--- src/logic/link_cfg_pkg.sv ---
// Constants, types and helpers for the serial-link configuration bank.
// Assumes a single 20 MHz system clock shared by every user of the package.
package link_cfg_pkg;

  // System clock
  localparam int CLK_FREQ_HZ = 20_000_000;
  localparam int CLK_PERIOD_NS = 50;

  // Register offsets on the link
  localparam logic [15:0] OFS_STATION = 16'h0300;
  localparam logic [15:0] OFS_SPEED = 16'h0301;
  localparam logic [15:0] OFS_FORMAT = 16'h0302;
  localparam logic [15:0] OFS_FAULT_ACT = 16'h0303;
  localparam logic [15:0] OFS_WATCHDOG = 16'h0304;
  localparam logic [15:0] OFS_SRC_MASK = 16'h0306;
  localparam logic [15:0] OFS_DELAY = 16'h0307;
  localparam logic [15:0] OFS_IN_STATE = 16'h0407;

  // Values after reset
  localparam logic [7:0] RST_STATION = 8'h01;
  localparam logic [2:0] RST_SPEED = 3'h3;
  localparam logic [3:0] RST_FORMAT = 4'h0;
  localparam logic RST_FAULT_ACT = 1'b0;
  localparam logic [4:0] RST_WATCHDOG = 5'h00;
  localparam logic [5:0] RST_SRC_MASK = 6'h00;
  localparam logic [7:0] RST_DELAY = 8'h00;

  // Legal ranges
  localparam logic [7:0] STATION_MIN = 8'h01;
  localparam logic [7:0] STATION_MAX = 8'hfe;
  localparam logic [7:0] STATION_NODELAY = 8'hff;
  localparam logic [2:0] SPEED_MAX = 3'h5;
  localparam logic [3:0] FORMAT_MAX = 4'h8;
  localparam logic [3:0] FORMAT_RTU_FIRST = 4'h6;
  localparam logic [3:0] FORMAT_8BIT_FIRST = 4'h3;
  localparam logic [15:0] FAULT_ACT_MAX = 16'h0001;
  localparam logic [15:0] WATCHDOG_MAX_S = 16'h0014;
  localparam logic [15:0] INPUT_MAX = 16'h003f;
  localparam logic [15:0] DELAY_MAX = 16'h00ff;

  // Line speeds per code, and the bit-period divisor width
  localparam int BAUD_RATE [6] = '{4800, 9600, 19200, 38400, 57600, 115200};
  localparam int DIV_W = 13;

  // Time base: reply delay unit, second, RTU silence
  localparam int DELAY_UNIT_NS = 1_000_000;
  localparam int MS_TICK_CYCLES = DELAY_UNIT_NS / CLK_PERIOD_NS;
  localparam int MS_PER_SEC = 1000;
  localparam int RTU_GAP_MS = 10;
  localparam logic [3:0] RTU_GAP_TICKS = 4'(RTU_GAP_MS + 1);

  // Request sequencer states
  typedef enum logic [1:0] {
    ST_IDLE = 2'b00,
    ST_DELAY = 2'b01,
    ST_REPLY = 2'b10
  } req_state_t;

  // Character format as the framer needs it
  typedef struct packed {
    logic rtu;
    logic data8;
    logic par_en;
    logic par_odd;
    logic stop2;
  } char_fmt_t;

  // Bit-period divisor limit for a speed code
  function automatic logic [DIV_W-1:0] baud_limit(input logic [2:0] code);
    baud_limit = DIV_W'(CLK_FREQ_HZ / BAUD_RATE[code] - 1);
  endfunction

endpackage

--- src/logic/tick_if.sv ---
// Carrier between a tick owner and a tick_divider instance.
// Assumes both ends sit in the same clock domain.
`timescale 1ns/10ps
interface tick_if #(parameter int W = 13) ();
  logic en;
  logic clr;
  logic [W-1:0] limit;
  logic tick;
  modport owner (output en, output clr, output limit, input tick);
  modport counter (input en, input clr, input limit, output tick);
endinterface

--- src/logic/tick_divider.sv ---
// Enable-driven divider: one-cycle tick every limit+1 enables.
// Assumes synchronous active-high reset and a steady enable source.
`timescale 1ns/10ps
module tick_divider #(
  parameter int W = 13
) (
  input wire logic clk_i,
  input wire logic rst_i,
  tick_if.counter div
);

  if (W < 1 || W > 24) begin : g_chk
    $error("tick_divider: width out of range");
  end

  typedef struct packed {
    logic [W-1:0] cnt;
    logic tick;
  } div_state_t;

  div_state_t s_q;
  div_state_t s_d;

  // Count enables, wrap at the limit
  always_comb begin
    s_d = s_q;
    s_d.tick = 1'b0;
    if (div.clr) begin
      s_d.cnt = '0;
    end else if (div.en) begin
      if (s_q.cnt >= div.limit) begin
        s_d.cnt = '0;
        s_d.tick = 1'b1;
      end else begin
        s_d.cnt = s_q.cnt + W'(1);
      end
    end
  end

  // State register
  always_ff @(posedge clk_i) begin
    if (rst_i) begin
      s_q <= '0;
    end else begin
      s_q <= s_d;
    end
  end

  assign div.tick = s_q.tick;

endmodule // tick_divider

--- src/logic/serial_link_config.sv ---
// Serial-link configuration bank of a drive acting as a bus slave.
// Assumes a framer outside decodes frames into register requests.
//
// Behaviour
// - Station address holds 1 to 254, resets to 1, unique per line.
// - Speed code 0..5 picks 4800 to 115200 bit/s, resets to 3.
// - Format codes 0..5 pick ASCII 7N2,7E1,7O1,8N2,8E1,8O1; reset 0.
// - Format codes 6..8 pick RTU 8N2, 8E1, 8O1.
// - Format gives data bits, parity and stop bits; host matches it.
// - Link faults are reported; action 1 also requests a stop.
// - Watchdog spans 0 to 20 s, resets to 0; 0 disables it.
// - Nonzero watchdog flags an error if no valid traffic in time.
// - Six-bit source mask: clear takes connector input, set takes link.
// - Bit 0 is input 1 up to bit 5 input 6, each independent.
// - Reading the input-state word returns the six input states.
// - Writing the input-state word drives the link-sourced inputs.
// - Each reply waits the programmed delay, 0 to 255, reset 0.
// - Requests to address 255 get no reply delay.
// - Only requests with our own address or address 255 are acted on.
// - One physical interface at a time, chosen by an input.
// - RTU frames are bounded by line silence above 10 ms.
// - ASCII bytes travel as two hex characters 30h-39h, 41h-46h.
`timescale 1ns/10ps
module serial_link_config
  import link_cfg_pkg::*;
#(
  parameter int MS_CYCLES = MS_TICK_CYCLES
) (
  input wire logic CLK_SYS_I,
  input wire logic RST_I,
  input wire logic REQ_VALID_I,
  input wire logic [7:0] REQ_STATION_I,
  input wire logic REQ_WRITE_I,
  input wire logic [15:0] REQ_ADDR_I,
  input wire logic [15:0] REQ_WDATA_I,
  output logic REQ_READY_O,
  output logic REQ_ACCEPT_O,
  output logic RSP_VALID_O,
  output logic [15:0] RSP_DATA_O,
  output logic RSP_ERR_O,
  input wire logic LINK_IDLE_I,
  input wire logic FRAME_VALID_I,
  input wire logic FRAME_FAULT_I,
  input wire logic FAULT_CLEAR_I,
  output logic COMM_FAULT_O,
  output logic FAULT_STOP_O,
  input wire logic IF_SELECT_I,
  input wire logic RS232_RX_I,
  input wire logic RS485_RX_I,
  input wire logic TX_I,
  input wire logic TX_EN_I,
  output logic RX_O,
  output logic RS232_TX_O,
  output logic RS485_TX_O,
  output logic RS485_DRIVE_O,
  output logic BAUD_TICK_O,
  output logic [4:0] CHAR_FMT_O,
  output logic RTU_GAP_O,
  output logic [7:0] STATION_O,
  output logic [15:0] STATION_ASCII_O,
  input wire logic [5:0] EXT_INPUTS_I,
  output logic [5:0] LOGIC_INPUTS_O
);

  localparam int MS_W = $clog2(MS_CYCLES);
  localparam int SEC_W = $clog2(MS_PER_SEC);

  if (MS_CYCLES < 2 || MS_CYCLES > (1 << 20)) begin : g_chk
    $error("serial_link_config: MS_CYCLES out of range");
  end

  typedef struct packed {
    req_state_t st;
    logic [7:0] station;
    logic [2:0] speed;
    logic [3:0] fmt;
    logic action;
    logic [4:0] wdog;
    logic [5:0] mask;
    logic [5:0] link_in;
    logic [7:0] delay;
    logic [2:0] act_speed;
    logic [3:0] act_fmt;
    logic fault;
    logic [4:0] wd_cnt;
    logic [3:0] gap_cnt;
    logic [7:0] dly_cnt;
    logic [15:0] rsp_data;
    logic rsp_err;
    logic acc;
    logic rx;
    logic tx232;
    logic tx485;
    logic drive485;
    logic [5:0] logic_in;
  } cfg_state_t;

  cfg_state_t s_q;
  cfg_state_t s_d;

  tick_if #(.W(DIV_W)) baud_if ();
  tick_if #(.W(MS_W)) ms_if ();
  tick_if #(.W(SEC_W)) sec_if ();

  // Nibble to hex character
  function automatic logic [7:0] hex_char(input logic [3:0] nib);
    hex_char = (nib < 4'ha) ? 8'h30 + {4'h0, nib} : 8'h37 + {4'h0, nib};
  endfunction

  // Character layout from a format code
  function automatic char_fmt_t fmt_decode(input logic [3:0] code);
    logic [3:0] par;
    par = (code >= FORMAT_RTU_FIRST) ? code - FORMAT_RTU_FIRST : code % 4'h3;
    fmt_decode.rtu = code >= FORMAT_RTU_FIRST;
    fmt_decode.data8 = code >= FORMAT_8BIT_FIRST;
    fmt_decode.par_en = par != 4'h0;
    fmt_decode.par_odd = par == 4'h2;
    fmt_decode.stop2 = par == 4'h0;
  endfunction

  logic take;
  logic addressed;
  logic wd_expire;
  char_fmt_t act;

  // Request for us, taken only in idle
  assign addressed = REQ_STATION_I == s_q.station || REQ_STATION_I == STATION_NODELAY;
  assign take = REQ_VALID_I && addressed && s_q.st == ST_IDLE;
  assign act = fmt_decode(s_q.act_fmt);
  assign wd_expire = s_q.wdog != 5'h00 && sec_if.tick && s_q.wd_cnt == s_q.wdog - 5'h01;

  // Time bases: bit period, millisecond, second
  assign baud_if.en = 1'b1;
  assign baud_if.clr = 1'b0;
  assign baud_if.limit = baud_limit(s_q.act_speed);
  assign ms_if.en = 1'b1;
  assign ms_if.clr = take;
  assign ms_if.limit = MS_W'(MS_CYCLES - 1);
  assign sec_if.en = ms_if.tick;
  assign sec_if.clr = FRAME_VALID_I;
  assign sec_if.limit = SEC_W'(MS_PER_SEC - 1);

  tick_divider #(.W(DIV_W)) u_baud (.clk_i(CLK_SYS_I), .rst_i(RST_I), .div(baud_if.counter));
  tick_divider #(.W(MS_W)) u_ms (.clk_i(CLK_SYS_I), .rst_i(RST_I), .div(ms_if.counter));
  tick_divider #(.W(SEC_W)) u_sec (.clk_i(CLK_SYS_I), .rst_i(RST_I), .div(sec_if.counter));

  // Next-state logic
  always_comb begin
    logic [15:0] rdata;
    logic hit;
    logic ok;
    rdata = 16'h0000;
    hit = 1'b1;
    ok = 1'b1;
    s_d = s_q;
    s_d.acc = 1'b0;
    // One interface live at a time
    s_d.rx = IF_SELECT_I ? RS485_RX_I : RS232_RX_I;
    s_d.tx232 = IF_SELECT_I ? 1'b1 : TX_I;
    s_d.tx485 = IF_SELECT_I ? TX_I : 1'b1;
    s_d.drive485 = IF_SELECT_I & TX_EN_I;
    // Line settings follow the registers only between frames
    if (LINK_IDLE_I) begin
      s_d.act_speed = s_q.speed;
      s_d.act_fmt = s_q.fmt;
    end
    // Silence timer for RTU frame bounds
    if (!s_q.rx) begin
      s_d.gap_cnt = 4'h0;
    end else if (ms_if.tick && s_q.gap_cnt != RTU_GAP_TICKS) begin
      s_d.gap_cnt = s_q.gap_cnt + 4'h1;
    end
    // Watchdog seconds since the last valid frame
    if (FRAME_VALID_I || s_q.wdog == 5'h00 || wd_expire) begin
      s_d.wd_cnt = 5'h00;
    end else if (sec_if.tick) begin
      s_d.wd_cnt = s_q.wd_cnt + 5'h01;
    end
    // Fault flag: a new fault wins over a clear
    if (FAULT_CLEAR_I) begin
      s_d.fault = 1'b0;
    end
    if (FRAME_FAULT_I || wd_expire) begin
      s_d.fault = 1'b1;
    end
    // Per-input source routing
    s_d.logic_in = (s_q.mask & s_q.link_in) | (~s_q.mask & EXT_INPUTS_I);
    // Register read data
    unique case (REQ_ADDR_I)
      OFS_STATION: rdata = {8'h00, s_q.station};
      OFS_SPEED: rdata = {13'h0000, s_q.speed};
      OFS_FORMAT: rdata = {12'h000, s_q.fmt};
      OFS_FAULT_ACT: rdata = {15'h0000, s_q.action};
      OFS_WATCHDOG: rdata = {11'h000, s_q.wdog};
      OFS_SRC_MASK: rdata = {10'h000, s_q.mask};
      OFS_DELAY: rdata = {8'h00, s_q.delay};
      OFS_IN_STATE: rdata = {10'h000, s_q.logic_in};
      default: hit = 1'b0;
    endcase
    // Range check of write data
    unique case (REQ_ADDR_I)
      OFS_STATION: ok = REQ_WDATA_I >= 16'(STATION_MIN) && REQ_WDATA_I <= 16'(STATION_MAX);
      OFS_SPEED: ok = REQ_WDATA_I <= 16'(SPEED_MAX);
      OFS_FORMAT: ok = REQ_WDATA_I <= 16'(FORMAT_MAX);
      OFS_FAULT_ACT: ok = REQ_WDATA_I <= FAULT_ACT_MAX;
      OFS_WATCHDOG: ok = REQ_WDATA_I <= WATCHDOG_MAX_S;
      OFS_SRC_MASK: ok = REQ_WDATA_I <= INPUT_MAX;
      OFS_DELAY: ok = REQ_WDATA_I <= DELAY_MAX;
      OFS_IN_STATE: ok = REQ_WDATA_I <= INPUT_MAX;
      default: ok = 1'b0;
    endcase
    // Request sequencer
    unique case (s_q.st)
      ST_IDLE: begin
        if (take) begin
          s_d.acc = 1'b1;
          s_d.rsp_err = !hit || (REQ_WRITE_I && !ok);
          s_d.rsp_data = (REQ_WRITE_I && ok) ? REQ_WDATA_I : rdata;
          if (REQ_WRITE_I && ok) begin
            unique case (REQ_ADDR_I)
              OFS_STATION: s_d.station = REQ_WDATA_I[7:0];
              OFS_SPEED: s_d.speed = REQ_WDATA_I[2:0];
              OFS_FORMAT: s_d.fmt = REQ_WDATA_I[3:0];
              OFS_FAULT_ACT: s_d.action = REQ_WDATA_I[0];
              OFS_WATCHDOG: s_d.wdog = REQ_WDATA_I[4:0];
              OFS_SRC_MASK: s_d.mask = REQ_WDATA_I[5:0];
              OFS_DELAY: s_d.delay = REQ_WDATA_I[7:0];
              OFS_IN_STATE: s_d.link_in = REQ_WDATA_I[5:0];
              default: s_d.station = s_q.station;
            endcase
          end
          if (REQ_STATION_I == STATION_NODELAY || s_q.delay == 8'h00) begin
            s_d.st = ST_REPLY;
          end else begin
            s_d.st = ST_DELAY;
            s_d.dly_cnt = s_q.delay;
          end
        end
      end
      ST_DELAY: begin
        if (ms_if.tick) begin
          s_d.dly_cnt = s_q.dly_cnt - 8'h01;
          if (s_q.dly_cnt == 8'h01) begin
            s_d.st = ST_REPLY;
          end
        end
      end
      ST_REPLY: s_d.st = ST_IDLE;
      default: s_d.st = ST_IDLE;
    endcase
  end

  // State register
  always_ff @(posedge CLK_SYS_I) begin
    if (RST_I) begin
      s_q <= '0;
      s_q.st <= ST_IDLE;
      s_q.station <= RST_STATION;
      s_q.speed <= RST_SPEED;
      s_q.act_speed <= RST_SPEED;
      s_q.fmt <= RST_FORMAT;
      s_q.act_fmt <= RST_FORMAT;
      s_q.action <= RST_FAULT_ACT;
      s_q.wdog <= RST_WATCHDOG;
      s_q.mask <= RST_SRC_MASK;
      s_q.delay <= RST_DELAY;
      s_q.rx <= 1'b1;
      s_q.tx232 <= 1'b1;
      s_q.tx485 <= 1'b1;
    end else begin
      s_q <= s_d;
    end
  end

  // Outputs
  assign REQ_READY_O = s_q.st == ST_IDLE;
  assign REQ_ACCEPT_O = s_q.acc;
  assign RSP_VALID_O = s_q.st == ST_REPLY;
  assign RSP_DATA_O = s_q.rsp_data;
  assign RSP_ERR_O = s_q.rsp_err;
  assign COMM_FAULT_O = s_q.fault;
  assign FAULT_STOP_O = s_q.fault & s_q.action;
  assign RX_O = s_q.rx;
  assign RS232_TX_O = s_q.tx232;
  assign RS485_TX_O = s_q.tx485;
  assign RS485_DRIVE_O = s_q.drive485;
  assign BAUD_TICK_O = baud_if.tick;
  assign CHAR_FMT_O = act;
  assign RTU_GAP_O = act.rtu && s_q.gap_cnt == RTU_GAP_TICKS;
  assign STATION_O = s_q.station;
  assign STATION_ASCII_O = {hex_char(s_q.station[7:4]), hex_char(s_q.station[3:0])};
  assign LOGIC_INPUTS_O = s_q.logic_in;
endmodule // serial_link_config

--- config.mk ---
export PLATFORM = sky130hd
export DESIGN_NAME = serial_link_config
export DESIGN_NICKNAME = d
export VERILOG_FILES = /design/src/logic/link_cfg_pkg.sv /design/src/logic/tick_if.sv /design/src/logic/tick_divider.sv /design/src/logic/serial_link_config.sv
export SDC_FILE = /design/constraint.sdc
export NUM_CORES = 1
export LEC_CHECK = 0
export BUFFER_PORTS_ARGS = -buffer_cell sky130_fd_sc_hd__buf_2
export CAP_MARGIN = 20
export CORE_UTILIZATION = 50
export CTS_CLUSTER_SIZE = 28
export DETAILED_ROUTE_END_ITERATION = 8
export PLACE_DENSITY = 0.66
export SYNTH_ARGS = -nofsm -noshare
export SYNTH_HDL_FRONTEND = slang
export SYNTH_SLANG_ARGS = --single-unit
--- constraint.sdc ---
create_clock -name CLK_SYS_I -period 66.2 [get_ports CLK_SYS_I]
set_clock_uncertainty 0.05 [all_clocks]
set_input_delay 0 -clock CLK_SYS_I [delete_from_list [all_inputs] [get_ports CLK_SYS_I]]
set_output_delay 0 -clock CLK_SYS_I [all_outputs]
set_load 0.01 [all_outputs]
# Word level (Yosys, flattened, before mapping)
# Memory sizes are Yosys's and may differ from the RTL's.
# Cells that the tools add are included.
# word_totals
regBits,137
latchBits,0
ramBits,0
rom_bits,256
inputBits,59
memories,1
# classes
addsub,13
n_mul,0
div,2
n_lt_le_gt_ge,16
eq_ne,21
n_shift,0
n_mux,34
bitwise,11
reduce_logical,48
# mem_list
memory,depth,width,rd,rd_clocked_by_memory_dff,write_ports,line_no,rtl
(no name shown),8,32,1,0,0,link_cfg_pkg.sv:70,baud_limit = DIV_W'(CLK_FREQ_HZ / BAUD_RATE[code] - 1);
# ops
cell,count
== test 16 x 10 -> 1 bit (second input constant),7
two-way mux 32 bit,2
case mux 8 bit (8 select lines),1
two-way mux 43 bit,1
two-way mux 41 bit,1
AND reduction 4 bit,9
divider 26 x 32 -> 32 bit (first input constant),1
less-or-equal comparator 16 x 8 -> 1 bit (second input constant),2
two-way mux 8 bit,4
adder 6 x 4 -> 7 bit (first input constant),4
two-way mux 26 bit,1
OR reduction 2 bit,9
== test 16 x 11 -> 1 bit (second input constant),1
>= comparator 16 x 1 -> 1 bit (second input constant),1
less-or-equal comparator 16 x 1 -> 1 bit (second input constant),1
less-or-equal comparator 16 x 3 -> 1 bit (second input constant),1
less-or-equal comparator 16 x 4 -> 1 bit (second input constant),1
less-or-equal comparator 16 x 5 -> 1 bit (second input constant),1
less-or-equal comparator 16 x 6 -> 1 bit (second input constant),1
two-way mux 16 bit,1
case mux 8 bit (2 select lines),1
adder 15 x 1 -> 15 bit (second input constant),1
>= comparator 15 bit (second input constant),1
two-way mux 7 bit,2
55 further kinds,90

# Longest topological paths before layout
# Gate-level depths: netlist (run 1).
# logic_depth
word_depth,8
depth_mapped,255
mapped_depth_nobuf,238

# Modules after synthesis
# Synthesis (run 1) repeated with hierarchy kept, for this count alone.
# unflattened
hier_cells,2794
hier_area_um2,20534.7
# by_module_without_submodules
mod,n_inst,cells_per_inst,area_per_inst_um2,seq_area_each_um2
serial_link_config,1,2455,17508.0,1921.8
tick_divider (u_ms),1,133,1214.9,320.3
tick_divider (u_baud),1,118,1051.0,280.3
tick_divider (u_sec),1,88,760.7,220.2

# Least setup slack after synthesis (run 1)
# OpenSTA, ideal clock, no wires.
# synth_timing
kind,register -> register
startpoint,register s_q[50] (netlist name)
endpoint,register u_baud.s_q[10] (netlist name)
t_arrival_ps,46101
required_time_ps,66085
slack_ps,19984
stages_incl_launch_ff,239
path_buffers,14
synth_period_minus_slack_ps,46216
path_cell_list,dfxtp_1 > inv_1 > ha_1 > a21oi_1 > ha_1 > a21o_1 > a21boi_0 > nand3_1 > fa_1 > nand2b_1 > a21oi_1 > nand3_1 > fa_1 > nand2b_1 > o2bb2ai_1 > o311ai_1 > nand2_1 > inv_1 > (+203 left out) > o41ai_2 > nor4_1 > xor2_1 > ha_1 > o21a_1 > o21a_1 > o21ai_0 > nand2b_1 > a21oi_1 > o21ai_0 > a21oi_1 > nor2b_1 > o21ai_0 > nand2_1 > a21o_1 > nand2b_1 > clkbuf_1 > nor2_1
# synth_between
elab_chain_len,8
# synth_lines
item,line_no,rtl
start: declaration,serial_link_config.sv:98,cfg_state_t s_q;
NOT 3 -> 4 bit (not written as such),link_cfg_pkg.sv:70,
memory (8 x 32 bit),--,
two-way mux 32 bit (not written as such) (2 in series),link_cfg_pkg.sv:70,
divider 26 x 32 -> 32 bit,link_cfg_pkg.sv:70,
subtractor 13 x 2 -> 13 bit,link_cfg_pkg.sv:70,
>= comparator 13 bit,tick_divider.sv:31,if (s_q.cnt >= div.limit) begin
OR reduction 2 bit (no source line),--,
end signal: assignment,tick_divider.sv:43,s_q <= '0;
end signal: assignment,tick_divider.sv:45,s_q <= s_d;
end: declaration,tick_divider.sv:21,div_state_t s_q;
# Every way passes these cells. The select of a mux whose other input is x is not followed.
# A chain may end at the register's enable or synchronous reset.

# Final worst setup path (run 1)
# layout_timing
startpoint,register s_q[52] (netlist name)
endpoint,register u_baud.s_q[13] (netlist name)
# Same word-level chain as after synthesis.

==> flow_summary.json, run 1 <==
{
  "hpwl_mm": 46.8,
  "setup_ws_ns": 13.76,
  "portBuffers": 119,
  "rsz0062_at_grt": "false",
  "die_area_um2": 39200,
  "rows": 71,
  "end_kind": "flip-flop",
  "overflow": 0,
  "drt_iter0_markers": 1626,
  "grt_usage_pct": 31.7,
  "worst_pin_slew_ns": 1.00,
  "n_antenna_cell": 0,
  "fp.coreArea_um2": 37800,
  "synth_cell_type_count": 122,
  "netlist_instances": 2646,
  "firstDrtPassIters": 6,
  "numCtsBuffers": 17,
  "synthesis.area_um2": 19200,
  "period_share_pct": 79.2,
  "vias": 20560,
  "cts_max_path_buffers": 2,
  "startpoint_type": "flip-flop",
  "max_freq_mhz": 19.1,
  "outcome": "complete, no violations",
  "crit_top_cell": "ha_1",
  "die_h_um": 198,
  "critical_path_required_ns": 66.49,
  "clk_latency_ns": 0.42,
  "crit_start": "s_q[52]",
  "syn_area_per_cell_um2": 7.26,
  "clock_sinks": 137,
  "ys.flop_type": "dfxtp_1",
  "areaGrowthSynthToFinish_pct": 8.57,
  "cts-root-buf": "clkbuf_16",
  "grt_pass1_wl_mm": 101,
  "r2r_start": "s_q[52]",
  "pre_cts_ws_ns": 14.88,
  "fin_crit_ns": 52.44,
  "hold_buffers": 25,
  "cts_tree": "done",
  "wire_per_inst_um": 19.5,
  "crit_path_max_fanout": 28,
  "synth_area_leaders": "dfxtp_1, ha_1, a21oi_1, nor2_1, nand2_1",
  "ys_ff_latch": 137,
  "io_pins": 122,
  "gp_congestion": 1.00,
  "cp_slowest_cell": "a311oi_4",
  "reg2reg_depth": 228,
  "post_cts_resize_count": 0,
  "synth_top_area_cell": "dfxtp_1",
  "final_cell_mix": "nor2_1, nand2_1, a21oi_1, ha_1, o21ai_0",
  "clk_pin_slew_ns": 0.06,
  "drt-total-wl_mm": 62.9,
  "routed_via_density": 6.38,
  "r2r-end": "u_baud.s_q[13]",
  "die_w_um": 198,
  "post_cts_buffers": 0,
  "grt_start_max_net_pins": 76,
  "final_net_count": 2949,
  "htreeDepth": 4,
  "finalSetupViolCount": 0,
  "synth-edff-count": 0,
  "endpoint": "u_baud.s_q[13]",
  "cpPeakStageDelay_ns": 0.81,
  "first_global_vias": 19314,
  "start_util_pct": 50.9,
  "final_common_cell": "nor2_1",
  "worst-setup-path-type": "flip-flop to flip-flop",
  "max_cap_violations": 0,
  "yosysTopAreaCellShare_pct": 14.3,
  "maxSlewHeadroom_pct": 33.2,
  "yosys_warnings": 0,
  "grt_antenna_before_repair": 1,
  "postRouteAntennaNets": 0,
  "min_path_type": "input pin to flip-flop",
  "finalHoldViolCount": 0,
  "ys_seq_area_share_pct": 14.3,
  "drive_gt1_share_pct": 10.8,
  "r2r_setup_slack_ns": 13.76,
  "drc": 0,
  "fin_setup_tns_ns": 0,
  "arrival_ns": 52.73,
  "postSynth.asyncResetShare_pct": 0,
  "drv_slew": 0
}
## worst min path at each step
stage	from	cells after the start	endpoint
after global routing	RST_I	3	RX_O
final	RST_I	3	RX_O
after detailed placement	TX_I	2	RS232_TX_O
after CTS	REQ_ADDR_I[2]	5	s_q[78]
after global placement	TX_I	3	RS485_TX_O
after floorplan	IF_SELECT_I	1	RS485_TX_O
## synth_stat cells (48+ instances only)
library cell    n
a21o_1         63
a21oi_1       210
and3_1         48
clkbuf_1       79
dfxtp_1       137
ha_1          185
inv_1          90
mux2i_1        70
nand2_1       278
nand3_1        92
nor2_1        279
nor3_1         74
o21ai_0       138
xnor2_1       109
xor2_1         79
## per-stage QoR
stage	hold WS, ns	instances	area (um2)	util [%]
floorplan	0.0119	2648	19200	-
global placement	0.137	3165	20000	53.0
detailed placement	0.156	3165	20000	53.0
CTS	0.0547	3222	20900	55.3
global route	0.106	3222	20900	55.3
finish	0.0719	3222	20900	55.3
## final cells by class
cell class | instances | area [um2]
fillers | 3610 | 16900
clock buffers | 17 | 425
clock inverters | 15 | 190
multi-input cells | 2275 | 15400
flip-flops and latches | 137 | 2740
well taps | 511 | 639
repair buffers | 174 | 1070
inverters | 93 | 349
## logic make-up (layout without fill, tap and decap cells)
group | count (synthesis) | in the layout | share of synthesized area [%]
compound gates | 755 | 755 | 26.8
xor+xnor | 190 | 190 | 8.78
fa+ha+maj | 192 | 192 | 12.8
buf+inv | 236 | 299 | 5.46
flops | 137 | 137 | 14.3
mux | 99 | 99 | 5.42
other cells | 1 | 3 | 0.0195
simple gates | 1036 | 1036 | 26.5
## worst max-delay path, delay by kind of cell, from the launching register on
family,cells,cell delay [ns]
adder cells (fa/ha/maj),24,7.94
multiplexers,6,2.29
XOR/XNOR,4,0.80
AO/OA/AOI/OAI,106,23.12
buffers and inverters,8,1.50
flip-flops,1,0.73
AND/OR/NAND/NOR,80,15.82
## state kept, by name, summed over array words and instances, names as in the netlist
| signal | flops |
|---|---|
| RS232_TX_O | 1 |
| u_sec.div.tick | 1 |
| RX_O | 1 |
| LOGIC_INPUTS_O | 6 |
| u_sec.s_q | 10 |
| RSP_DATA_O | 16 |
| COMM_FAULT_O | 1 |
| STATION_O | 8 |
| REQ_ACCEPT_O | 1 |
| u_ms.div.tick | 1 |
| u_baud.s_q | 13 |
| u_baud.div.tick | 1 |
| RS485_DRIVE_O | 1 |
| RSP_ERR_O | 1 |
| u_ms.s_q | 15 |
| RS485_TX_O | 1 |
| s_q | 59 |
## metal layers
| layer | GRT usage (%) | vias to the layer above | part of all wire, % |
|---|---|---|---|
| met1 | 41.0 | 9604 | 42 |
| li1 | - | 9825 | - |
| met4 | 11.3 | 2 | 3.2 |
| met5 | 0 | - | 0.021 |
| met2 | 54.1 | 963 | 47 |
| met3 | 3.71 | 166 | 7.9 |
Power of run 1 is not shown: default switching activity piles up to over one toggle a cycle in this logic, so the estimate is an artifact.
==> run 2, diff against run 1 <==
- ABC_AREA: default -> 1
- PLACE_DENSITY: 0.66 -> 0.68
- clock period: 66.2 -> 46 ns (I/O delays scaled with it)
==> run 2 against run 1 <==
Effect of this change: worst setup slack worse by 7.9 ns; count of clock-buffer cells in the layout up 1; non-clock buffer count down 3; die area decreased by 1.8%; final cell count increased by 10%; via count shrank 2.9%; final area shrank 2.6%; flip-flop and latch count did not move; area after synthesis shrank 1.8%; hold slack gained 0.0010 ns; sequential share of layout area increased by 0.36 points; critical endpoint is now u_baud.s_q[3].
==> flow_summary.json, run 2 <==
{
  "p_leak_nw": 9.65,
  "final_common_cell": "nand2_1",
  "synth_top_area_cell": "dfxtp_1",
  "finalHoldViolCount": 0,
  "die_w_um": 196,
  "synth_cell_type_count": 85,
  "multi_input_area_um2": 13700,
  "max_flop_register": "s_q",
  "fin_setup_tns_ns": 0,
  "report.power.total_mw": 1.66,
  "final_cell_mix": "nand2_1, inv_1, nor2_1, o21ai_0, ha_1",
  "final_net_count": 3286,
  "finalSetupViolCount": 0,
  "crit_buf_inv": 32,
  "first_global_vias": 18937,
  "firstDrtPassIters": 6,
  "setup_ws_ns": 5.89,
  "worst-setup-path-type": "flip-flop to flip-flop",
  "overflow": 0,
  "grt_start_max_net_pins": 50,
  "period_share_pct": 87.2,
  "numCtsBuffers": 17,
  "r2r_start": "s_q[50]",
  "largest_register_ff_count": 59,
  "gp_congestion": 0.961,
  "cpPeakStageDelay_ns": 0.53,
  "start_util_pct": 51.2,
  "rows": 70,
  "fillers": 3688,
  "fp.coreArea_um2": 36900,
  "hpwl_mm": 45.8,
  "hp-start": "REQ_ADDR_I[0]",
  "min_path_type": "input pin to flip-flop",
  "arrival_ns": 40.40,
  "seq_area_um2": 2740,
  "yosys-top-cells-count": "nand2_1, inv_1, nor2_1",
  "post_cts_resize_count": 0,
  "fin_crit_ns": 40.11,
  "grt_pass1_wl_mm": 96.9,
  "worst_pin_slew_ns": 1.02,
  "cp_top_family": "simple AND/OR/NAND/NOR gates",
  "vias": 19961,
  "postSynth.asyncResetShare_pct": 0,
  "max_cap_violations": 0,
  "grt_antenna_before_repair": 0,
  "grt_usage_pct": 31.1,
  "ir_drop_uv": 62.3,
  "whs_ns": 0.0729,
  "routed_via_density": 5.62,
  "die_area_um2": 38500,
  "cts_tree": "done",
  "max_freq_mhz": 24.9,
  "drt_iter0_markers": 1763,
  "yosys.cell_count.top_type": "nand2_1",
  "synth-edff-count": 0,
  "drv_slew": 0,
  "power_density_nw_per_um2": 81.8,
  "end_kind": "flip-flop",
  "crit_path_max_fanout": 31,
  "synthesis.area_um2": 18900,
  "post_cts_buffers": 0,
  "yosys_warnings": 0,
  "n_antenna_cell": 0,
  "r2r_setup_slack_ns": 5.89,
  "critical_path_required_ns": 46.29,
  "clock_sinks": 137,
  "ys.flop_type": "dfxtp_1",
  "areaGrowthSynthToFinish_pct": 7.68,
  "crit_top_cell": "nand2_1",
  "drt-total-wl_mm": 60.2,
  "wire_per_inst_um": 17.0,
  "postRouteAntennaNets": 0,
  "ys_ff_latch": 137,
  "portBuffers": 119,
  "die_h_um": 196,
  "cts_max_path_buffers": 2,
  "pre_cts_ws_ns": 6.65,
  "drc": 0,
  "drive_gt1_share_pct": 11.9,
  "syn_area_per_cell_um2": 6.38,
  "clk_latency_ns": 0.43,
  "cts-root-buf": "clkbuf_16",
  "ys_seq_area_share_pct": 14.5,
  "crit_start": "s_q[50]",
  "outcome": "complete, no violations",
  "cp_slowest_cell": "dfxtp_1",
  "startpoint_type": "flip-flop",
  "htreeDepth": 4,
  "yosysTopAreaCellShare_pct": 14.5,
  "clk_pin_slew_ns": 0.06,
  "synth_area_leaders": "dfxtp_1, ha_1, nand2_1, inv_1, nor2_1",
  "io_pins": 122,
  "rsz0062_at_grt": "false",
  "maxSlewHeadroom_pct": 31.9,
  "netlist_instances": 2955
}
## run 2: area by class of cell
class | count | area share (%)
tap | 504 | 3.10
inverter | 419 | 7.79
clock inverter | 14 | 0.924
timing repair buffer | 171 | 5.19
clock buffer | 18 | 2.11
multi-input combinational | 2289 | 67.4
sequential | 137 | 13.5
## run 2: stage by stage
stage / std cells / utilization [%] / area (um2)
floorplan: 2957 / - / 18900
CTS: 3552 / 55.1 / 20300
global route: 3552 / 55.1 / 20300
finish: 3552 / 55.1 / 20300
global placement: 3493 / 52.7 / 19400
detailed placement: 3493 / 52.7 / 19400
## run 2: path summary, 6_finish.rpt
check                  end  cells past startpoint
min                s_q[82]                      5
max          u_baud.s_q[3]                    232
max reg2reg  u_baud.s_q[3]                    232
min reg2reg  RSP_DATA_O[9]                      2
## run 2: worst register-to-register path: cells and delay by family (launching register included)
kind | cells | cell delay (ns)
simple gates | 111 | 14.86
flops | 1 | 0.53
compound gates | 61 | 11.76
buf+inv | 32 | 4.05
fa+ha+maj | 25 | 8.21
xor+xnor | 3 | 0.64
## run 2: metal layers
| metal | vias up | global-route usage, % | wire length (um) |
|---|---|---|---|
| met4 | 0 | 11.5 | 1990 |
| met2 | 692 | 54.1 | 28100 |
| met5 | - | 0 | 0 |
| li1 | 10002 | - | - |
| met1 | 9126 | 39.9 | 26700 |
| met3 | 141 | 2.42 | 3370 |
## run 2: power by group
group / switching [mW] / internal [mW]
Clock: 0.0577 / 0.0869
Combinational: 0.927 / 0.467
Sequential: 0.00142 / 0.120
Total: 0.986 / 0.674
## run 2: logic make-up after synthesis
group	share of synthesized area [%]
AO/OA/AOI/OAI	17.7
XOR/XNOR	7.18
other	0.0199
buffers and inverters	13.0
adder cells (fa/ha/maj)	13.0
flip-flops	14.5
AND/OR/NAND/NOR	34.5
multiplexers	0.106
## run 2: timing repair
item | in CTS | in global routing
endpoints found under the setup margin | 0 | 0
endpoints found under the hold margin | 56 | 0
hold buffers | 27 | 0
Note: power is estimated with default switching activity, not from simulation.
